File: src/verilog/nvs_regs.svh
// Summary of operation
// Operating clock divided from bus clock by software divider.
// Divider range is never checked nor enforced.
// Blank check all: 19200 cycles, early exit.
// Blank check block: 17200 program, 2800 data.
// Program section check: 450 plus phrase count.
// One-time field read within 400 bus cycles.
// Program phrase: 164 op plus 2000/2500 bus.
// Program one-time field: 164 op plus 2150.
// Erase all: 100100 op plus 38000 bus.
// Erase program block: 100100 op plus 35000.
// Sector erase: 20020 op plus 700/1400 bus.
// Unsecure: 100100 op plus 38000 bus.
// Back-door key check within 400 bus cycles.
// User margin set within 350 bus cycles.
// Field margin set within 350 bus cycles.
// Data section check: 450 plus word count.
// Data program: formula in words and boundary.
// Data sector erase: 5025/700 new, 20100/3400 worn.
// Busy while running; complete after both counts.
//
// This header holds command codes and cycle figures of the sequencer.
// It assumes inclusion by the sequencer and checker modules only.
`ifndef NVS_REGS_SVH
`define NVS_REGS_SVH

// ****************************************************************
// Command codes
// ****************************************************************
`define NVS_CMD_CHK_ALL 8'h01
`define NVS_CMD_CHK_BLK 8'h02
`define NVS_CMD_CHK_PSEC 8'h03
`define NVS_CMD_RD_ONCE 8'h04
`define NVS_CMD_PGM_P 8'h06
`define NVS_CMD_PGM_ONCE 8'h07
`define NVS_CMD_ERS_ALL 8'h08
`define NVS_CMD_ERS_PBLK 8'h09
`define NVS_CMD_ERS_PSEC 8'h0A
`define NVS_CMD_UNSECURE 8'h0B
`define NVS_CMD_KEY 8'h0C
`define NVS_CMD_MRG_USER 8'h0D
`define NVS_CMD_MRG_FIELD 8'h0E
`define NVS_CMD_CHK_DSEC 8'h10
`define NVS_CMD_PGM_D 8'h11
`define NVS_CMD_ERS_DSEC 8'h12

// ****************************************************************
// Bus-cycle and operating-cycle figures
// ****************************************************************
`define NVS_BUS_CHK_ALL 20'h0_4B00
`define NVS_BUS_CHK_PBLK 20'h0_4330
`define NVS_BUS_CHK_DBLK 20'h0_0AF0
`define NVS_BUS_SEC_SETUP 20'h0_01C2
`define NVS_BUS_RD_ONCE 20'h0_0190
`define NVS_BUS_PGM_P_TYP 20'h0_07D0
`define NVS_BUS_PGM_P_MAX 20'h0_09C4
`define NVS_BUS_PGM_ONCE 20'h0_0866
`define NVS_BUS_ERS_ALL 20'h0_9470
`define NVS_BUS_ERS_PBLK 20'h0_88B8
`define NVS_BUS_ERS_PSEC_TYP 20'h0_02BC
`define NVS_BUS_ERS_PSEC_MAX 20'h0_0578
`define NVS_BUS_KEY 20'h0_0190
`define NVS_BUS_MARGIN 20'h0_015E
`define NVS_BUS_PGMD_BASE 20'h0_01F4
`define NVS_BUS_PGMD_WORD_TYP 20'h0_020D
`define NVS_BUS_PGMD_WORD_MAX 20'h0_02EE
`define NVS_BUS_PGMD_BC 20'h0_0064
`define NVS_BUS_ERS_DSEC_NEW 20'h0_02BC
`define NVS_BUS_ERS_DSEC_WORN 20'h0_0D48
`define NVS_OP_PGM 20'h0_00A4
`define NVS_OP_MASS 20'h1_8704
`define NVS_OP_ERS_PSEC 20'h0_4E34
`define NVS_OP_PGMD_BASE 20'h0_000E
`define NVS_OP_PGMD_WORD 20'h0_0036
`define NVS_OP_PGMD_BC 20'h0_000E
`define NVS_OP_ERS_DSEC_NEW 20'h0_13A1
`define NVS_OP_ERS_DSEC_WORN 20'h0_4E84

`endif

File: src/verilog/nvs_pkg.sv
// This package holds the types shared by the sequencer modules.
// It assumes the constant header is on the include path.
package nvs_pkg;
  // A command request as software presents it.
  typedef struct packed {
    logic [7:0] flash_command_code; // Command code.
    logic [15:0] phrase_count; // Phrases or words to verify.
    logic [2:0] word_count; // Data words to program, 1 to 4.
    logic row_boundary_crossed; // Data program crosses a row.
    logic data_block; // Blank check targets the data block.
    logic worst_case; // Use the maximum timing figures.
  } nvs_cmd_t;

  // Sequencer states.
  typedef enum logic [1:0] {NVS_IDLE, NVS_RUN} nvs_state_t;
endpackage : nvs_pkg

File: src/verilog/nvs_sequencer.sv
// This file holds the flash command timing sequencer top module.
// It assumes command fields are stable while CMD_START is high and
// NONBLANK comes from logic on the same clock.
`include "nvs_regs.svh"
`timescale 1ns/100ps
module nvs_sequencer
  import nvs_pkg::*;
(
  input wire logic SYS_CLK,
  input wire logic RST,
  input wire logic [7:0] NVM_CLOCK_DIVIDER,
  input wire logic CMD_START,
  input wire nvs_cmd_t CMD,
  input wire logic NONBLANK,
  output logic BUSY,
  output logic CMD_COMPLETE,
  output logic CMD_ERROR,
  output logic BLANK_FAIL
);
  // ****************************************************************
  // Operating clock
  // ****************************************************************
  logic op_tick; // One pulse per operating clock cycle.

  nvs_clk_div u_div (
    .sys_clk(SYS_CLK),
    .rst(RST),
    .nvm_clock_divider(NVM_CLOCK_DIVIDER),
    .op_tick(op_tick)
  );

  // ****************************************************************
  // Duration lookup
  // ****************************************************************
  logic [19:0] bus_need; // Bus cycles demanded by the command.
  logic [19:0] op_need; // Operating cycles demanded by the command.
  logic known; // Command code is recognised.
  logic early_exit; // Command may stop at the first non-blank word.
  logic [19:0] nw; // Word count widened.
  logic [19:0] bc; // Boundary flag widened.

  // Selects both counts from the code; unknown codes are flagged.
  always_comb begin
    nw = {17'h0_0000, CMD.word_count};
    bc = {19'h0_0000, CMD.row_boundary_crossed};
    bus_need = 20'h0_0001;
    op_need = 20'h0_0000;
    known = 1'b1;
    early_exit = 1'b0;
    case (CMD.flash_command_code)
      `NVS_CMD_CHK_ALL: begin
        bus_need = `NVS_BUS_CHK_ALL;
        early_exit = 1'b1;
      end
      `NVS_CMD_CHK_BLK: begin
        bus_need = CMD.data_block ? `NVS_BUS_CHK_DBLK : `NVS_BUS_CHK_PBLK;
        early_exit = 1'b1;
      end
      `NVS_CMD_CHK_PSEC: begin
        bus_need = `NVS_BUS_SEC_SETUP + {4'h0, CMD.phrase_count};
        early_exit = 1'b1;
      end
      `NVS_CMD_RD_ONCE: bus_need = `NVS_BUS_RD_ONCE;
      `NVS_CMD_PGM_P: begin
        bus_need = CMD.worst_case ? `NVS_BUS_PGM_P_MAX : `NVS_BUS_PGM_P_TYP;
        op_need = `NVS_OP_PGM;
      end
      `NVS_CMD_PGM_ONCE: begin
        bus_need = `NVS_BUS_PGM_ONCE;
        op_need = `NVS_OP_PGM;
      end
      `NVS_CMD_ERS_ALL: begin
        bus_need = `NVS_BUS_ERS_ALL;
        op_need = `NVS_OP_MASS;
      end
      `NVS_CMD_ERS_PBLK: begin
        bus_need = `NVS_BUS_ERS_PBLK;
        op_need = `NVS_OP_MASS;
      end
      `NVS_CMD_ERS_PSEC: begin
        bus_need = CMD.worst_case ? `NVS_BUS_ERS_PSEC_MAX : `NVS_BUS_ERS_PSEC_TYP;
        op_need = `NVS_OP_ERS_PSEC;
      end
      `NVS_CMD_UNSECURE: begin
        bus_need = `NVS_BUS_ERS_ALL;
        op_need = `NVS_OP_MASS;
      end
      `NVS_CMD_KEY: bus_need = `NVS_BUS_KEY;
      `NVS_CMD_MRG_USER: bus_need = `NVS_BUS_MARGIN;
      `NVS_CMD_MRG_FIELD: bus_need = `NVS_BUS_MARGIN;
      `NVS_CMD_CHK_DSEC: begin
        bus_need = `NVS_BUS_SEC_SETUP + {4'h0, CMD.phrase_count};
        early_exit = 1'b1;
      end
      `NVS_CMD_PGM_D: begin
        // Per-word figure is the only part that differs at worst case.
        bus_need = 20'(`NVS_BUS_PGMD_BASE
          + nw * (CMD.worst_case ? `NVS_BUS_PGMD_WORD_MAX : `NVS_BUS_PGMD_WORD_TYP)
          + bc * `NVS_BUS_PGMD_BC);
        op_need = 20'(`NVS_OP_PGMD_BASE + nw * `NVS_OP_PGMD_WORD + bc * `NVS_OP_PGMD_BC);
      end
      `NVS_CMD_ERS_DSEC: begin
        // Worn-part figures stand in for the maximum here.
        bus_need = CMD.worst_case ? `NVS_BUS_ERS_DSEC_WORN : `NVS_BUS_ERS_DSEC_NEW;
        op_need = CMD.worst_case ? `NVS_OP_ERS_DSEC_WORN : `NVS_OP_ERS_DSEC_NEW;
      end
      default: known = 1'b0;
    endcase
  end

  // ****************************************************************
  // Sequencer state
  // ****************************************************************
  nvs_state_t state_reg; // Current state.
  nvs_state_t state_next; // Next state.
  logic [19:0] bus_left_reg; // Bus cycles still to run.
  logic [19:0] bus_left_next; // Next bus count.
  logic [19:0] op_left_reg; // Operating cycles still to run.
  logic [19:0] op_left_next; // Next operating count.
  logic early_reg; // Running command may end at a non-blank word.
  logic early_next; // Next early flag.
  logic busy_reg; // Busy output.
  logic busy_next; // Next busy.
  logic done_reg; // Complete pulse.
  logic done_next; // Next complete.
  logic err_reg; // Unknown code pulse.
  logic err_next; // Next error.
  logic fail_reg; // Non-blank found, held until next start.
  logic fail_next; // Next fail.

  // Counts both budgets down; completion needs both at zero.
  // A start while busy is ignored, since the array is in use.
  always_comb begin
    state_next = state_reg;
    bus_left_next = bus_left_reg;
    op_left_next = op_left_reg;
    early_next = early_reg;
    busy_next = busy_reg;
    done_next = 1'b0;
    err_next = 1'b0;
    fail_next = fail_reg;
    unique case (state_reg)
      NVS_IDLE: begin
        if (CMD_START) begin
          fail_next = 1'b0;
          if (known) begin
            state_next = NVS_RUN;
            bus_left_next = bus_need;
            op_left_next = op_need;
            early_next = early_exit;
            busy_next = 1'b1;
          end else begin
            err_next = 1'b1;
          end
        end
      end
      NVS_RUN: begin
        if (bus_left_reg != 20'h0_0000) begin
          bus_left_next = bus_left_reg - 20'h0_0001;
        end
        if (op_left_reg != 20'h0_0000 && op_tick) begin
          op_left_next = op_left_reg - 20'h0_0001;
        end
        // Blank checks stop on the first non-blank word.
        if (early_reg && NONBLANK) begin
          fail_next = 1'b1;
          bus_left_next = 20'h0_0000;
        end
        if (bus_left_next == 20'h0_0000 && op_left_next == 20'h0_0000) begin
          state_next = NVS_IDLE;
          busy_next = 1'b0;
          done_next = 1'b1;
        end
      end
    endcase
  end

  // Registers only.
  always_ff @(posedge SYS_CLK) begin
    if (RST) begin
      state_reg <= NVS_IDLE;
      bus_left_reg <= 20'h0_0000;
      op_left_reg <= 20'h0_0000;
      early_reg <= 1'b0;
      busy_reg <= 1'b0;
      done_reg <= 1'b0;
      err_reg <= 1'b0;
      fail_reg <= 1'b0;
    end else begin
      state_reg <= state_next;
      bus_left_reg <= bus_left_next;
      op_left_reg <= op_left_next;
      early_reg <= early_next;
      busy_reg <= busy_next;
      done_reg <= done_next;
      err_reg <= err_next;
      fail_reg <= fail_next;
    end
  end

  assign BUSY = busy_reg;
  assign CMD_COMPLETE = done_reg;
  assign CMD_ERROR = err_reg;
  assign BLANK_FAIL = fail_reg;
endmodule : nvs_sequencer

File: src/verilog/nvs_clk_div.sv
// This file holds the operating clock tick generator.
// It assumes a divider value that stays constant while a command runs.
`timescale 1ns/100ps
module nvs_clk_div
  import nvs_pkg::*;
(
  input wire logic sys_clk,
  input wire logic rst,
  input wire logic [7:0] nvm_clock_divider,
  output logic op_tick
);
  // ****************************************************************
  // Divider counter
  // ****************************************************************
  logic [7:0] cnt_reg; // Bus cycles since last tick.
  logic [7:0] cnt_next; // Next count.
  logic tick_reg; // Registered tick.
  logic tick_next; // Next tick.

  // One tick every divider+1 bus cycles; the range is never checked.
  always_comb begin
    if (cnt_reg >= nvm_clock_divider) begin
      cnt_next = 8'h00;
      tick_next = 1'b1;
    end else begin
      cnt_next = cnt_reg + 8'h01;
      tick_next = 1'b0;
    end
  end

  // Registers only.
  always_ff @(posedge sys_clk) begin
    if (rst) begin
      cnt_reg <= 8'h00;
      tick_reg <= 1'b0;
    end else begin
      cnt_reg <= cnt_next;
      tick_reg <= tick_next;
    end
  end

  assign op_tick = tick_reg;
endmodule : nvs_clk_div

File: config.mk
export PLATFORM = sky130hd
export DESIGN_NAME = nvs_sequencer
export DESIGN_NICKNAME = d
export VERILOG_FILES = /design/src/verilog/nvs_pkg.sv /design/src/verilog/nvs_sequencer.sv /design/src/verilog/nvs_clk_div.sv
export VERILOG_INCLUDE_DIRS = /design/src /design/src/verilog
export SDC_FILE = /design/constraint.sdc
export NUM_CORES = 1
export LEC_CHECK = 0
export BUFFER_PORTS_ARGS = -buffer_cell sky130_fd_sc_hd__buf_2
export CAP_MARGIN = 20
export CORE_ASPECT_RATIO = 1.5
export CORE_UTILIZATION = 62
export DETAILED_ROUTE_END_ITERATION = 10
export PLACE_DENSITY = 0.8
export SLEW_MARGIN = 20
export SYNTH_ARGS = -nofsm -noshare
export SYNTH_HDL_FRONTEND = slang
export SYNTH_HIERARCHICAL = 1
export SYNTH_SLANG_ARGS = --single-unit
File: constraint.sdc
create_clock -name SYS_CLK -period 5.4 [get_ports SYS_CLK]
set_clock_uncertainty 0.15 [all_clocks]
set_input_delay 0.81 -clock SYS_CLK [delete_from_list [all_inputs] [get_ports SYS_CLK]]
set_output_delay 0.81 -clock SYS_CLK [all_outputs]
set_load 0.1 [all_outputs]
==> Word level (Yosys, flattened, before mapping) <==
Index checks and enable logic that the tools add are counted.
{ "classes": {"multipliers": 4, "order_cmp": 1, "n_div": 0, "shifts": 0, "mux": 35, "reduce_logical": 23, "eq_ne": 21, "addsub": 8, "bitwise_logic": 3} }
{ "op_table": {"columns": ["cell", "count"], "rows": [
  ["$pmux W17 S12", 1],
  ["$mux W20", 9],
  ["$pmux W17 S5", 1],
  ["$pmux W20 S2", 2],
  ["$eq A8 B4 Y1 const B", 7],
  ["$logic_not A20 Y1", 2],
  ["$reduce_bool A20 Y1", 2],
  ["$sub A20 B1 Y20 const B", 2],
  ["$mux W15", 2],
  ["$eq A8 B3 Y1 const B", 3],
  ["$eq A8 B5 Y1 const B", 3],
  ["$mux W12", 2],
  ["$add A9 B16 Y17 const A", 1],
  ["$eq A8 B2 Y1 const B", 2],
  ["$reduce_or A16 Y1", 1],
  ["$add A14 B8 Y15", 1],
  ["$add A9 B13 Y14 const A", 1],
  ["$reduce_or A2 Y1", 7],
  ["$mul A3 B10 Y13", 1],
  ["$add A10 B5 Y11", 1],
  ["$mux W11", 1],
  ["$add A4 B9 Y10 const A", 1],
  ["$mux W1", 10],
  ["$add A8 B1 Y8 const B", 1],
  ["18 further kinds", 31]
]} }
{ "totals": {"output_inout_bits": 4, "register_bits": 56, "input_bits": 42, "memories": 0, "romBits": 0, "latchBits": 0, "elab_cells": 105, "ramBits": 0} }

==> Longest topological paths before layout <==
Gate-level depths: netlist (run 1).
{ "depth": {"depth_word": 8, "ltp_mapped": 17, "mapped_depth_nobuf": 16} }

==> Cells and area by module <==
The synthesis (run 1) kept the hierarchy.
{ "by_module_without_submodules": {"columns": ["mod", "area_each_um2", "seq_area_each_um2", "cells_per_inst", "n_inst"], "rows": [
  ["nvs_sequencer", 5392.7, 900.9, 748, 1],
  ["nvs_clk_div", 590.6, 180.2, 59, 1]
]} }

==> Worst setup path after synthesis (run 1) <==
Ideal clock, no wire load.
{ "synth_path": {"kind": "in2reg", "startpoint": "input port CMD[0] in the netlist's numbering", "endpoint": "register bus_left_reg[11]", "t_required_ps": 5120, "t_arrival_ps": 4333, "n_path_buf": 2, "path_slack_ps": 788, "setup_ps": 130, "path_stages": 17, "cell_sequence": "clkbuf_1 clkbuf_1 nand2_1 xnor2_1 ha_1 ha_1 ha_1 ha_1 fa_1 a21o_1 a21oi_1 o21bai_1 a2111oi_0 nor2_1 xor2_1 a21oi_1 o21ai_0"} }
{ "synth_via": {"elab_chain_cells": 8, "elab_cells_between_ends": 10} }
{ "synth_rtl": {"columns": ["element", "line_no", "text"], "rows": [
  ["start, declared", "nvs_sequencer.sv:13", "input wire nvs_cmd_t CMD,"],
  ["$mux W8 (no source line)", null, null],
  ["$mul A3 B10 Y13", "nvs_sequencer.sv:98", "+ nw * (CMD.worst_case ? `NVS_BUS_PGMD_WORD_MAX : `NVS_BUS_PGMD_WORD_TYP)"],
  ["$add A9 B13 Y14 (no source line)", null, null],
  ["$add A14 B8 Y15 (no source line)", null, null],
  ["$pmux W17 S12 (*)", "nvs_sequencer.sv:50", "case (CMD.flash_command_code)"],
  ["$mux W20 (*)", "nvs_sequencer.sv:146", "if (known) begin"],
  ["$mux W20 (*)", "nvs_sequencer.sv:144", "if (CMD_START) begin"],
  ["$pmux W20 S2 (*)", "nvs_sequencer.sv:142", "unique case (state_reg)"],
  ["end signal, assigned", "nvs_sequencer.sv:191", "bus_left_reg <= bus_left_next;"],
  ["end, declared", "nvs_sequencer.sv:116", "logic [19:0] bus_left_reg;"]
]} }
Every way passes the cells marked *; elsewhere a longest branch is shown, timed or not. The select of a mux whose other input is x is not followed.
A chain may end at the register's enable or synchronous reset.

==> Worst setup path in the final report (run 1) <==
Same ends and word-level chain as after synthesis.

==> impl_metrics.toml, run 1 <==
[power_and_ir_drop]
vdd_drop_max_mv = 0.222
total_power_mw = 1.27
powerDensity_mw_per_mm2 = 199
leakagePower_nw = 2.62

[worst_setup_path]
worstPathRequired_ns = 5.41
cp-end-kind = "flip-flop"
start_kind = "input pin"
r2r-end = "BUSY"
arrival_ns = 4.55
r2r-start = "bus_left_reg[0]"
crit_fanout = 18
reg2reg_depth = 10
ff2ff_setup_slack_ns = 2.19
worstSetupPathType = "in -> reg"

[worst_hold_path]
hold_path.class = "reg -> reg"
whs_path_depth = 2
min_to = "BLANK_FAIL"
min_from = "BLANK_FAIL"

[place]
dpl.hpwl_mm = 14.4
port_buffers = 45
place_congestion = 0.967
placed_area_mm2 = 0.00622

[cts]
cts_tree = "yes"
worstSkewPairLatency_ns = 0.29
cts_buffer_depth = 2
htreeDepth = 2
cts_inserted_buffers = 5
clockRootBuffer = "clkbuf_16"
cts_sinks = 54
ctsHoldBuffers = 0
postCtsSetupRepairBufs = 0
cts_resized = 0
clkSlewWorstSetupHoldPaths_ns = 0.07

[logic_synthesis]
syn_area_mm2 = 0.00598
synthesis.nets = 908
yosysWarnings = 6
synth_seq_cells = 54
synthArstFlopShare = 0
synthFlopType = "dfxtp_1"
syn_inst = 807
yosysTopAreaCellShare = 0.181
syn_area_per_cell_um2 = 7.41
synth-edff-count = 0
synth_seq_area_share = 0.181
synth_area_leaders = "dfxtp_1 18%, ha_1 11%, a21oi_1 5.4%"
yosys.area.top_type = "dfxtp_1"
synth_cell_types = 82

[sta]
fin_crit_ns = 4.54
slew_viol_final = 0
tightest_slew_ns = 0.807
setup_viol = 0
clock.fmax_mhz = 220
tns_ns = 0
hold_viol = 0
period_share = 0.840
rsz0062_at_grt = "no"
slew_headroom = 0.458

[final_layout]
syn_to_final_growth_pct = 6.27
n_antenna_cell = 0
final_area_mm2 = 0.00636
final_util = 0.683
multi_input_area_mm2 = 0.00456
drive_above_1_share = 0.115
fillers = 844
layout_common_cells = "79 x nor2_1, 65 x a21oi_1, 59 x nand2_1, 58 x o21ai_0, 54 x dfxtp_1"
seqCellArea_mm2 = 0.00108
nNetsFinal = 929
final_common_cell = "nor2_1"

[global_routing]
grt_start_max_net_pins = 36
antenna_found_initial = 0
grt_pass1_vias = 5739
grt_overflow = 0
gr-usage-all-layers = 0.371
grt_first_pass_wirelength_mm = 28.1

[run_status]
status = "finished, final reports clean"

[detailed_routing]
viasPerCell = 6.69
wl_met2_mm = 9.53
drt-initial-drc-count = 610
drt_pass1_iterations = 5
wl_met1_mm = 6.89
ant_nets = 0
drt_wl_total_mm = 18.3
wl_per_cell_um = 19.5
drcViolationCount = 0
dr.max_layer_used = "met4"
vias = 6286
wl_met3_um = 911

[floorplan]
core_area_mm2 = 0.00931
num_io_pins = 46
die_w_um = 82.2
die_y_um = 122
design.die.area_mm2 = 0.0101
start_util = 0.643
num_rows = 43

[flow_run]
maxCapViolations = 0
synthesized netlist by cell type, drive strengths merged, types with 5 or more instances:
| cell type | n |
|---|---|
| a211oi | 11 |
| a21o | 8 |
| a21oi | 66 |
| a221oi | 10 |
| a22oi | 5 |
| a31oi | 14 |
| and2 | 7 |
| and3 | 11 |
| buf | 11 |
| clkbuf | 25 |
| dfxtp | 54 |
| fa | 7 |
| ha | 52 |
| inv | 46 |
| nand2 | 60 |
| nand2b | 12 |
| nand3 | 29 |
| nand4 | 17 |
| nor2 | 81 |
| nor2b | 9 |
| nor3 | 41 |
| nor3b | 8 |
| nor4 | 11 |
| o211ai | 6 |
| o21ai | 61 |
| o22ai | 8 |
| o31ai | 8 |
| or2 | 5 |
| or3 | 13 |
| xnor2 | 26 |
| xor2 | 24 |
worst max-delay path by stage:
stage           start                to  slack, ns
5_1_grt        CMD[0]  bus_left_reg[11]       0.71
4_1_cts        CMD[0]  bus_left_reg[11]       0.91
6_report       CMD[0]  bus_left_reg[11]       0.86
3_3_place_gp   CMD[0]  bus_left_reg[11]       0.75
2_1_floorplan  CMD[0]  bus_left_reg[11]       0.79
3_5_place_dp   CMD[0]  bus_left_reg[11]       0.62
layer usage:
metal | vias up | GRT usage
li1 | 3009 | -
met1 | 2953 | 0.398
met2 | 269 | 0.678
met3 | 55 | 0.0409
met4 | 0 | 0.215
met5 | - | 0
worst max-delay path, stage by stage:
cell	delay, ns
buf_2	0.30
nand2_1	0.16
xnor2_1	0.16
ha_1	0.28
ha_1	0.30
ha_1	0.30
ha_1	0.24
fa_1	0.42
a21o_1	0.20
a21oi_1	0.21
o21bai_1	0.11
a2111oi_0	0.48
nor2_1	0.14
xor2_1	0.17
a21oi_1	0.17
o21ai_0	0.10
kinds of logic (layout without fill, tap and decap cells):
family	after synthesis	in the layout	share of synthesized area
buffers and inverters	83	103	0.0573
muxes	4	4	0.00669
and+or+nand+nor	322	322	0.297
other	1	1	0.000627
AOI/OAI and AO/OA	234	234	0.252
DFF	54	54	0.181
xor gates and xnor gates	50	50	0.0732
adders and majority gates	59	59	0.132
cell type report:
class                   instances  area share
well taps                     112      0.0220
multi-input cells             670       0.717
inverters                      47      0.0277
repair buffers                 50      0.0413
flip-flops and latches         54       0.170
clock buffers                   6      0.0218
where the power goes:
group          internal [mW]  total [mW]  switching [mW]  leakage (nW)
registers              0.406       0.417          0.0108         0.436
logic                  0.204       0.527           0.323          2.11
clock network          0.180       0.323           0.143        0.0688
total                  0.790        1.27           0.476          2.62
per-stage QoR:
| step | cells | hold slack [ns] | setup slack [ns] |
|---|---|---|---|
| 2_1_floorplan | 807 | 0.299 | 0.788 |
| 3_3_place_gp | 933 | 0.323 | 0.755 |
| 3_5_place_dp | 933 | 0.323 | 0.617 |
| 4_1_cts | 939 | 0.338 | 0.914 |
| 5_1_grt | 939 | 0.383 | 0.709 |
| 6_report | 939 | 0.345 | 0.863 |
No activity file was read; power rests on OpenSTA's default activity.
==> inputs of run 2 (changes only) <==
--- a/config.mk
+++ b/config.mk
@@ -6,12 +6,13 @@
 export SDC_FILE = /design/constraint.sdc
 export NUM_CORES = 1
 export LEC_CHECK = 0
+export ABC_AREA = 1
 export BUFFER_PORTS_ARGS = -buffer_cell sky130_fd_sc_hd__buf_2
 export CAP_MARGIN = 20
 export CORE_ASPECT_RATIO = 1.5
-export CORE_UTILIZATION = 62
+export CORE_UTILIZATION = 57
 export DETAILED_ROUTE_END_ITERATION = 10
-export PLACE_DENSITY = 0.8
+export PLACE_DENSITY = 0.77
 export SLEW_MARGIN = 20
 export SYNTH_ARGS = -nofsm -noshare
 export SYNTH_HDL_FRONTEND = slang
==> constraint.sdc (replaced) <==
create_clock -name SYS_CLK -period 3.8 [get_ports SYS_CLK]
set_clock_uncertainty 0.15 [all_clocks]
set_input_delay 0.57 -clock SYS_CLK [delete_from_list [all_inputs] [get_ports SYS_CLK]]
set_output_delay 0.57 -clock SYS_CLK [all_outputs]
set_load 0.1 [all_outputs]
==> run 2 against run 1 <==
- die area rose by 15%
- synthesized area rose by 6.5%
- register-to-register slack got worse by 1.0 ns
- non-clock buffer count rose by 7
- sequential power rose by 42%
- largest power group unchanged
- worst hold slack got worse by 0.0076 ns
- flip-flop and latch count did not move
- final cell count rose by 35%
- largest cell class unchanged
==> impl_metrics.toml, run 2 <==
[logic_synthesis]
syn_inst = 1077
synthMuxAreaShare = 0
synthesis.nets = 1178
yosysWarnings = 6
synth_seq_cells = 54
synth_top_family_by_area = "simple AND/OR/NAND/NOR gates"
synth_common_cells = "289 x nand2_1, 165 x nor2_1, 125 x inv_1, 106 x nand3_1, 54 x dfxtp_1"
yosys.area.top_type = "nand2_1"
syn_area_mm2 = 0.00637
yosys.area_share.adder = 0.124
yosysTopAreaCellShare = 0.170
synth_xor_area_frac = 0.0385
synth_seq_area_share = 0.170
synth-simple-area-share = 0.446
synth_compound_area_frac = 0.117
synthArstFlopShare = 0
syn_area_per_cell_um2 = 5.92
synth_cell_types = 51
synthFlopType = "dfxtp_1"
synth-edff-count = 0
synth_most_common_cell = "nand2_1"
synth_area_leaders = "nand2_1 17%, dfxtp_1 17%, ha_1 10%"

[floorplan]
num_io_pins = 46
die_y_um = 131
num_rows = 46
die_w_um = 88.3
start_util = 0.595
core_area_mm2 = 0.0107
design.die.area_mm2 = 0.0116

[detailed_routing]
drt_wl_total_mm = 19.0
vias = 7003
drt_pass1_iterations = 6
ant_nets = 0
viasPerCell = 5.54
wl_per_cell_um = 15.1
drcViolationCount = 0
drt-initial-drc-count = 433

[cts]
cts_sinks = 54
worstSkewPairLatency_ns = 0.30
postCtsSetupRepairBufs = 0
cts_buffer_depth = 2
cts_resized = 0
ctsHoldBuffers = 0
clkSlewWorstSetupHoldPaths_ns = 0.08
cts_inserted_buffers = 5
cts_tree = "yes"
htreeDepth = 2
clockRootBuffer = "clkbuf_16"

[worst_hold_path]
whs_path_depth = 1
hold_path.class = "reg -> reg"

[global_routing]
antenna_found_initial = 0
grt_overflow = 0
gr-usage-all-layers = 0.341
grt_start_max_net_pins = 29
grt_first_pass_wirelength_mm = 31.2
grt_pass1_vias = 6644

[place]
port_buffers = 45
placed_area_mm2 = 0.00674
place_congestion = 1.02
dpl.hpwl_mm = 15.4

[final_layout]
drive_above_1_share = 0.110
multi_input_area_mm2 = 0.00462
layout_common_cells = "289 x nand2_1, 165 x nor2_1, 125 x inv_1, 106 x nand3_1, 54 x dfxtp_1"
final_common_cell = "nand2_1"
final_area_mm2 = 0.00689
syn_to_final_growth_pct = 8.19
nNetsFinal = 1219
seqCellArea_mm2 = 0.00108
n_antenna_cell = 0
fillers = 1124
final_util = 0.644

[sta]
rsz0062_at_grt = "no"
tightest_slew_ns = 0.752
slew_viol_final = 0
clock.fmax_mhz = 284
period_share = 0.926
slew_headroom = 0.493
setup_viol = 0
hold_viol = 0
fin_crit_ns = 3.52

[worst_setup_path]
crit_fanout = 4
r2r-end = "CMD_COMPLETE"
worstPathRequired_ns = 3.83
worstSetupPathType = "in -> reg"
ff2ff_setup_slack_ns = 1.16
r2r-start = "op_left_reg[0]"
cp-end-kind = "flip-flop"
worstSetupStartpoint = "CMD[5]"
cp-endpoint = "bus_left_reg[11]"
reg2reg_depth = 15
arrival_ns = 3.55
start_kind = "input pin"

[power_and_ir_drop]
vdd_drop_max_mv = 0.167
leakagePower_nw = 3.72
powerDensity_mw_per_mm2 = 269

[flow_run]
maxCapViolations = 0

[run_status]
status = "finished, final reports clean"
==> run 2: changes by cell type in the layout (fill, tap and decap cells not counted), sizes merged, moves of 14 or more <==
cell   previous run  this run
nand2            60       300
nor2             81       180
inv              46       141
nand3            29       111
nor3             41         8
a21oi            66        48
o21ai            61        45
xnor2            26        12
==> run 2: worst max-delay path, cell delays in order <==
cell,delay [ns]
buf_2,0.10
nand2_1,0.08
nor2_1,0.12
inv_1,0.07
nand2_1,0.06
inv_1,0.04
ha_1,0.16
or2_2,0.29
ha_1,0.19
fa_1,0.44
ha_1,0.36
nand3_1,0.10
nand2_1,0.12
nand3_1,0.08
nand2_1,0.08
nand2_1,0.07
a21oi_1,0.22
nand2_1,0.08
nand2_1,0.07
o211ai_1,0.08
nand2_1,0.10
o211ai_1,0.09
==> run 2: worst min path at each step <==
stage	end	startpoint	slack (ns)
after global routing	u_div/cnt_reg[0]	u_div/cnt_reg[0]	0.35
after detailed placement	u_div/cnt_reg[0]	u_div/cnt_reg[0]	0.32
after CTS	u_div/cnt_reg[0]	u_div/cnt_reg[0]	0.34
final	u_div/cnt_reg[0]	u_div/cnt_reg[0]	0.34
after global placement	u_div/cnt_reg[0]	u_div/cnt_reg[0]	0.30
after floorplan	u_div/cnt_reg[0]	u_div/cnt_reg[0]	0.29
==> run 2: area by class of cell <==
| cell class | instances | area share |
|---|---|---|
| Multi-Input combinational cell | 858 | 0.671 |
| Clock inverter | 2 | 0.00236 |
| Inverter | 142 | 0.0781 |
| Timing Repair Buffer | 57 | 0.0457 |
| Sequential cell | 54 | 0.157 |
| Clock buffer | 6 | 0.0201 |
| Tap cell | 144 | 0.0261 |
==> run 2: where the power goes <==
part	internal (mW)	switching (mW)
combinational	0.279	0.484
sequential	0.578	0.0149
clock	0.266	0.236
total	1.12	0.735
==> run 2: kinds of logic (layout without fill, tap and decap cells) <==
logic type | count (synthesis) | count (layout)
adder cells (fa/ha/maj) | 59 | 59
flip-flops | 54 | 54
XOR/XNOR | 28 | 28
AO/OA/AOI/OAI | 130 | 130
AND/OR/NAND/NOR | 640 | 640
other | 1 | 1
buffers and inverters | 165 | 207
==> run 2: per-stage QoR <==
step / power (mW) / worst slack [ns] / hold WS [ns] / std cells / TNS (ns)
finish: 1.86 / 0.280 / 0.337 / 1263 / 0
global route: 1.98 / 0.0268 / 0.353 / 1263 / 0
CTS: 1.86 / 0.280 / 0.338 / 1263 / 0
detailed placement: 1.36 / -0.0251 / 0.319 / 1255 / -0.0251
global placement: 1.35 / 0.0395 / 0.303 / 1255 / 0
floorplan: 1.17 / 0.181 / 0.290 / 1077 / 0
==> run 2: per-layer routing <==
metal,vias to the layer above,GRT usage,wire length (µm),part of all wire
met5,-,0,0,0
met4,0,0.177,1050,0.055
met3,68,0.0327,854,0.045
met2,227,0.611,9550,0.50
met1,3128,0.386,7570,0.40
li1,3580,-,-,-
